===== config.mk =====
export PLATFORM = sky130hd
export DESIGN_NAME = rcd_calendar
export DESIGN_NICKNAME = d
export VERILOG_FILES = /design/src/hdl/rcd_pkg.sv /design/src/hdl/rcd_bcd_step.sv /design/src/hdl/rcd_calendar.sv
export SDC_FILE = /design/constraint.sdc
export NUM_CORES = 1
export LEC_CHECK = 0
export BUFFER_PORTS_ARGS = -buffer_cell sky130_fd_sc_hd__buf_4
export CELL_PAD_IN_SITES_DETAIL_PLACEMENT = 0
export CELL_PAD_IN_SITES_GLOBAL_PLACEMENT = 1
export CORE_UTILIZATION = 35
export CTS_CLUSTER_SIZE = 28
export DETAILED_ROUTE_END_ITERATION = 10
export PLACE_DENSITY = 0.7
export REMOVE_ABC_BUFFERS = 1
export SYNTH_ARGS = -nofsm -noshare
export SYNTH_HDL_FRONTEND = slang
export SYNTH_SLANG_ARGS = --single-unit

===== constraint.sdc =====
create_clock -name core_clk -period 2.8 [get_ports core_clk]
set_input_delay 0.14 -clock core_clk [delete_from_list [all_inputs] [get_ports core_clk]]
set_output_delay 0.14 -clock core_clk [all_outputs]
set_load 0.03 [all_outputs]

===== src/hdl/rcd_pkg.sv =====
// shared constants of the calendar date block
package rcd_pkg;
   // register byte addresses
   localparam logic [7:0] ADDR_DOM = 8'h00;
   localparam logic [7:0] ADDR_LUNAR = 8'h04;
   localparam logic [7:0] ADDR_ANNUM = 8'h08;
   // field widths
   localparam int DOM_W = 6;
   localparam int LUNAR_W = 5;
   localparam int ANNUM_W = 8;
   localparam int LEAP_W = 2;
   // bit position of the hour format select on page 1
   localparam int HOUR_FMT_BIT = 0;
   // reset values
   localparam logic [5:0] DOM_RST = 6'h01;
   localparam logic [4:0] LUNAR_RST = 5'h01;
   localparam logic [7:0] ANNUM_RST = 8'h00;
   localparam logic [1:0] LEAP_RST = 2'h0;
   localparam logic HOUR_FMT_RST = 1'b0;
   // calendar limits in bcd
   localparam logic [7:0] BCD_ONE = 8'h01;
   localparam logic [7:0] BCD_ZERO = 8'h00;
   localparam logic [7:0] LUNAR_FEB = 8'h02;
   localparam logic [7:0] LUNAR_DEC = 8'h12;
   localparam logic [7:0] ANNUM_LAST = 8'h99;
   localparam logic [7:0] DOM_28 = 8'h28;
   localparam logic [7:0] DOM_29 = 8'h29;
   localparam logic [7:0] DOM_30 = 8'h30;
   localparam logic [7:0] DOM_31 = 8'h31;
   localparam logic [1:0] LEAP_PHASE = 2'h0;
   // hour field limits for the hour chain
   localparam logic [7:0] HOUR_MAX_12 = 8'h11;
   localparam logic [7:0] HOUR_MAX_24 = 8'h23;
   localparam logic [5:0] HOUR_PM_MASK = 6'h20;
   // page encodings
   localparam logic PAGE_0 = 1'b0;
   localparam logic PAGE_1 = 1'b1;
endpackage


===== src/hdl/rcd_bcd_step.sv =====
// two-digit bcd increment with wrap to a first value after a last value
`timescale 1ns/10ps
module rcd_bcd_step (
   input wire logic [7:0] val,
   input wire logic [7:0] last,
   input wire logic [7:0] first,
   output logic [7:0] nxt,
   output logic wrap
);
   wire logic [7:0] plain_inc;
   assign wrap = (val == last);
   assign plain_inc = (val[3:0] == 4'h9) ? {val[7:4] + 4'h1, 4'h0} : val + 8'h01;
   assign nxt = wrap ? first : plain_inc;
endmodule


===== src/hdl/rcd_calendar.sv =====
// calendar date registers: day of month, month, year, leap phase, hour format
// Operation
// - day register holds bcd 1..31 in bits 5-0, bits 7-6 read zero
// - month field is five-bit bcd 01..12, upper three bits read zero
// - month location: page 0 shows month, page 1 shows hour format in bit 0
// - year location page 0 shows eight-bit bcd year 00..99
// - year location page 1 shows two-bit leap phase, bits 7-2 zero
// - 12-hour mode uses hour bit 5 as pm flag, hours 0..11; else 0..23
//
// The placing of the registers and the plain strobed port were left to the implementer.
`timescale 1ns/10ps
module rcd_calendar (
   input wire logic core_clk,
   input wire logic rst_n,
   input wire logic ce,
   input wire logic page_sel,
   input wire logic day_tick,
   input wire logic [7:0] addr,
   input wire logic [7:0] wr_data,
   input wire logic wr_en,
   input wire logic rd_en,
   output logic [7:0] rd_data_q,
   output logic [5:0] dom_q,
   output logic [4:0] lunar_q,
   output logic [7:0] annum_q,
   output logic [1:0] leap_q,
   output logic hour_fmt_q,
   output logic [7:0] hour_max_q,
   output logic [5:0] hour_pm_mask_q
);
   ////////////////////////////////////////////////////////////////////////////
   // last day of the month in bcd
   function automatic logic [7:0] month_last_day(input logic [4:0] mon, input logic [1:0] leap);
      logic [7:0] m;
      m = {3'h0, mon};
      if (m == rcd_pkg::LUNAR_FEB) begin
         month_last_day = (leap == rcd_pkg::LEAP_PHASE) ? rcd_pkg::DOM_29 : rcd_pkg::DOM_28;
      end else if (m == 8'h04 || m == 8'h06 || m == 8'h09 || m == 8'h11) begin
         month_last_day = rcd_pkg::DOM_30;
      end else begin
         month_last_day = rcd_pkg::DOM_31;
      end
   endfunction

   ////////////////////////////////////////////////////////////////////////////
   // decode
   wire logic hit_dom;
   wire logic hit_lunar;
   wire logic hit_annum;
   wire logic wr_dom;
   wire logic wr_lunar;
   wire logic wr_fmt;
   wire logic wr_annum;
   wire logic wr_leap;
   wire logic any_cal_wr;
   assign hit_dom = (addr == rcd_pkg::ADDR_DOM);
   assign hit_lunar = (addr == rcd_pkg::ADDR_LUNAR);
   assign hit_annum = (addr == rcd_pkg::ADDR_ANNUM);
   assign wr_dom = wr_en && hit_dom;
   assign wr_lunar = wr_en && hit_lunar && (page_sel == rcd_pkg::PAGE_0);
   assign wr_fmt = wr_en && hit_lunar && (page_sel == rcd_pkg::PAGE_1);
   assign wr_annum = wr_en && hit_annum && (page_sel == rcd_pkg::PAGE_0);
   assign wr_leap = wr_en && hit_annum && (page_sel == rcd_pkg::PAGE_1);
   assign any_cal_wr = wr_dom || wr_lunar || wr_annum || wr_leap;

   ////////////////////////////////////////////////////////////////////////////
   // read mux
   wire logic [7:0] rd_mux;
   wire logic [7:0] lunar_view;
   wire logic [7:0] annum_view;
   assign lunar_view = (page_sel == rcd_pkg::PAGE_0) ? {3'h0, lunar_q} : {7'h00, hour_fmt_q};
   assign annum_view = (page_sel == rcd_pkg::PAGE_0) ? annum_q : {6'h00, leap_q};
   assign rd_mux = hit_dom ? {2'h0, dom_q} :
      hit_lunar ? lunar_view :
      hit_annum ? annum_view : rcd_pkg::BCD_ZERO;

   ////////////////////////////////////////////////////////////////////////////
   // date advance chain
   wire logic [7:0] dom_last;
   wire logic [7:0] dom_nxt;
   wire logic dom_wrap;
   wire logic [7:0] lunar_nxt;
   wire logic lunar_wrap;
   wire logic [7:0] annum_nxt;
   wire logic adv;
   wire logic adv_lunar;
   wire logic adv_annum;
   assign dom_last = month_last_day(lunar_q, leap_q);
   // a day, month, year or leap write in the same cycle wins and the day tick is dropped
   assign adv = day_tick && !any_cal_wr;
   assign adv_lunar = adv && dom_wrap;
   assign adv_annum = adv_lunar && lunar_wrap;

   rcd_bcd_step u_dom_step (
      .val({2'h0, dom_q}),
      .last(dom_last),
      .first(rcd_pkg::BCD_ONE),
      .nxt(dom_nxt),
      .wrap(dom_wrap)
   );
   rcd_bcd_step u_lunar_step (
      .val({3'h0, lunar_q}),
      .last(rcd_pkg::LUNAR_DEC),
      .first(rcd_pkg::BCD_ONE),
      .nxt(lunar_nxt),
      .wrap(lunar_wrap)
   );
   // nothing counts above the year, so its wrap stays open
   rcd_bcd_step u_annum_step (
      .val(annum_q),
      .last(rcd_pkg::ANNUM_LAST),
      .first(rcd_pkg::BCD_ZERO),
      .nxt(annum_nxt),
      .wrap()
   );

   ////////////////////////////////////////////////////////////////////////////
   // next values
   wire logic [5:0] dom_d;
   wire logic [4:0] lunar_d;
   wire logic [7:0] annum_d;
   wire logic [1:0] leap_d;
   wire logic hour_fmt_d;
   assign dom_d = wr_dom ? wr_data[5:0] : (adv ? dom_nxt[5:0] : dom_q);
   assign lunar_d = wr_lunar ? wr_data[4:0] : (adv_lunar ? lunar_nxt[4:0] : lunar_q);
   assign annum_d = wr_annum ? wr_data : (adv_annum ? annum_nxt : annum_q);
   assign leap_d = wr_leap ? wr_data[1:0] : (adv_annum ? leap_q + 2'h1 : leap_q);
   assign hour_fmt_d = wr_fmt ? wr_data[rcd_pkg::HOUR_FMT_BIT] : hour_fmt_q;

   ////////////////////////////////////////////////////////////////////////////
   // state
   always_ff @(posedge core_clk) begin
      if (!rst_n) begin
         dom_q <= rcd_pkg::DOM_RST;
         lunar_q <= rcd_pkg::LUNAR_RST;
         annum_q <= rcd_pkg::ANNUM_RST;
         leap_q <= rcd_pkg::LEAP_RST;
         hour_fmt_q <= rcd_pkg::HOUR_FMT_RST;
      end else if (ce) begin
         dom_q <= dom_d;
         lunar_q <= lunar_d;
         annum_q <= annum_d;
         leap_q <= leap_d;
         hour_fmt_q <= hour_fmt_d;
      end
   end

   always_ff @(posedge core_clk) begin
      if (!rst_n) begin
         rd_data_q <= rcd_pkg::BCD_ZERO;
      end else if (ce) begin
         rd_data_q <= rd_en ? rd_mux : rcd_pkg::BCD_ZERO;
      end
   end

   // hour chain limits follow the format select
   always_ff @(posedge core_clk) begin
      if (!rst_n) begin
         hour_max_q <= rcd_pkg::HOUR_MAX_12;
         hour_pm_mask_q <= rcd_pkg::HOUR_PM_MASK;
      end else if (ce) begin
         hour_max_q <= hour_fmt_q ? rcd_pkg::HOUR_MAX_24 : rcd_pkg::HOUR_MAX_12;
         hour_pm_mask_q <= hour_fmt_q ? 6'h00 : rcd_pkg::HOUR_PM_MASK;
      end
   end
endmodule


==> results.py <==
metrics = {
    "global_route": {
        "antenna_found_initial": 0,
        "track_usage_pct": 20.0,
        "grt_first_pass_wirelength_um": 11900,
        "grt_max_degree": 41,
        "grt_overflow": 0,
        "grt_pass1_vias": 2348,
    },
    "logic_synthesis": {
        "yosysSeqAreaShare_pct": 24.5,
        "syn-cell-area_um2": 2610,
        "post_synth.cell_area_avg_um2": 8.01,
        "synthCells": 326,
        "ys.flop_type": "dfxtp_1",
        "yosys_warnings": 0,
        "synth_common_cells": "46 x nand2_1, 32 x dfxtp_1, 14 x inv_1, 14 x nor2_1, 14 x o21ai_0",
        "synth_edf_count": 0,
        "synth_cell_types": 69,
        "synth.area.top_cells": "dfxtp_1 25%, nand2_1 6.6%, mux2i_1 5.0%",
        "synth_most_common_cell": "nand2_1",
        "synth_top_cell_area_share_pct": 24.5,
        "synth-seq-cells": 32,
        "async_reset_ff_share_pct": 0,
        "synth.largest_area_cell": "dfxtp_1",
    },
    "sta": {
        "skew_ps": 5.03,
        "slew_headroom_pct": 57.0,
        "final_max_slew_viol_count": 0,
        "rsz0062_at_grt": "no",
        "worst_pin_slew_ps": 640,
        "clock.fmax_mhz": 415,
        "setup_viol": 0,
        "fin_crit_sh_pct": 86.0,
        "period_needed_ps": 2410,
        "setup_tns_ps": 0,
        "hold_violations": 0,
    },
    "drt": {
        "firstDrtPassIters": 4,
        "via_per_inst": 5.37,
        "vias": 2529,
        "final_antenna_net_count": 0,
        "drc": 0,
        "wl_um": 7470,
        "wire_per_inst_um": 15.9,
        "drtIter0Drc": 103,
    },
    "worst_setup_path": {
        "cp_cell_sequence": "or3b_4 -> nor3_4 -> mux2i_2 -> or3_4 -> o311a_1 -> o31a_1",
        "crit_type": "flip-flop to flip-flop",
        "critPathMaxStageDelay_ps": 480,
        "cp-end-kind": "flip-flop",
        "critical_path_required_ps": 2980,
        "critPathLaunchType": "flip-flop",
        "critPathTopFamily": "simple AND/OR/NAND/NOR gates",
        "path_max_fanout": 12,
        "crit_buf_inv": 0,
        "crit_slowest_cell": "or3b_4",
        "critPathArrivalTime_ps": 2590,
    },
    "final_layout": {
        "diodes": 0,
        "drive_gt1_share_pct": 22.8,
        "nets": 401,
        "syn2layout_area_growth_pct": 17.8,
    },
    "floorplanning": {
        "core-area_um2": 7210,
        "die_w_um": 88.4,
        "row_count": 31,
        "fp.dieH_um": 88.4,
        "initial_core_util_pct": 36.2,
        "design.die.area_um2": 7810,
        "ios": 67,
    },
    "worst_hold_path": {
        "hold_class": "primary input to flip-flop",
    },
    "clock_tree": {
        "clock-sinks": 32,
        "htreeDepth": 2,
        "tritoncts": "built",
        "postCtsSetupRepairBufs": 0,
        "clk_latency_ps": 290,
        "cts-root-buf": "clkbuf_8",
        "holdBufCountCts": 0,
        "cts_buffers": 5,
        "clk_pin_slew_ps": 70,
        "cts_resized": 0,
        "clockBufferDepth": 2,
    },
    "power_and_ir_drop": {
        "power_mw": 1.08,
        "p_leak_nw": 1.23,
        "power_density_nw_per_um2": 350,
        "irDropWorstVdd_v": 0.000171,
    },
    "placed_design": {
        "place_congestion": 0.797,
        "port_buffers": 56,
        "dp_hpwl_um": 5570,
    },
    "run": {
        "drv_cap": 0,
    },
    "status": {
        "status": "finished, final reports clean",
    },
}
==> cells by family after synthesis <==
kind of cell	after synthesis	share of synthesized area [%]
mux	16	6.37
buf+inv	47	12.5
compound gates	87	24.2
simple gates	130	27.1
xor+xnor	5	1.68
other cells	2	0.288
fa+ha+maj	7	3.35
flops	32	24.5
==> worst register-to-register path: cells and delay by family (launching register included) <==
family             cells  cell delay [ps]
and+or+nand+nor        3             1060
muxes                  1              150
DFF                    1              440
AOI/OAI and AO/OA      2              660
==> metrics by stage <==
stage / hold slack [ps] / util, % / std cells / worst slack, ps / cell area [um2]
floorplan: 202 / - / 301 / 245 / 2370
global placement: 445 / 41.1 / 463 / 458 / 2960
detailed placement: 444 / 41.1 / 463 / 416 / 2960
CTS: 139 / 42.6 / 471 / 397 / 3080
global route: 169 / 42.6 / 471 / 262 / 3080
finish: 146 / 42.6 / 471 / 393 / 3080
==> layer usage <==
layer,vias up,share of wire [%],global-route usage [%]
met5,-,0,0
met4,0,0.87,4.84
met3,6,4.8,4.01
met2,69,47,33.2
met1,1197,47,26.5
li1,1257,-,-
==> area by class of cell <==
| type | instances | area [um2] |
|---|---|---|
| Fill cell | 771 | 4140 |
| Multi-Input combinational cell | 255 | 1670 |
| Sequential cell | 32 | 641 |
| Timing Repair Buffer | 63 | 473 |
| Tap cell | 99 | 124 |
| Clock buffer | 5 | 68.8 |
| Inverter | 14 | 52.6 |
| Clock inverter | 3 | 42.5 |
==> final timing paths <==
check	start	to	slack, ps	depth (start not counted)
worst max-delay path	lunar_q[2]	lunar_q[2]	390	6
worst min-delay path	wr_data[7]	annum_q[7]	150	3
worst min register to register	rd_data_q[2]	rd_data_q[2]	490	2
worst max register to register	lunar_q[2]	lunar_q[2]	390	6
==> where the power goes <==
group / total, mW / internal [mW] / leakage, nW / switching [mW]
combinational: 0.155 / 0.0559 / 0.914 / 0.0988
clock: 0.450 / 0.263 / 0.0541 / 0.186
sequential: 0.471 / 0.459 / 0.259 / 0.0116
==> sequential cells by signal, indices dropped and copies added (netlist names) <==
name / cells
annum_q: 8
dom_q: 6
hour_fmt_q: 1
hour_max_q: 2
leap_q: 2
lunar_q: 5
rd_data_q: 8
==> placed cells by master, fill, tap and decap left out, drive strengths merged, types with 7 or more instances in the layout <==
cell,count
a21oi,13
and3,7
buf,63
conb,10
dfxtp,32
ha,7
inv,14
mux2i,14
nand2,46
nand3,12
nor2,14
nor2b,11
o21ai,15
Note: power is estimated with default switching activity, not from simulation.
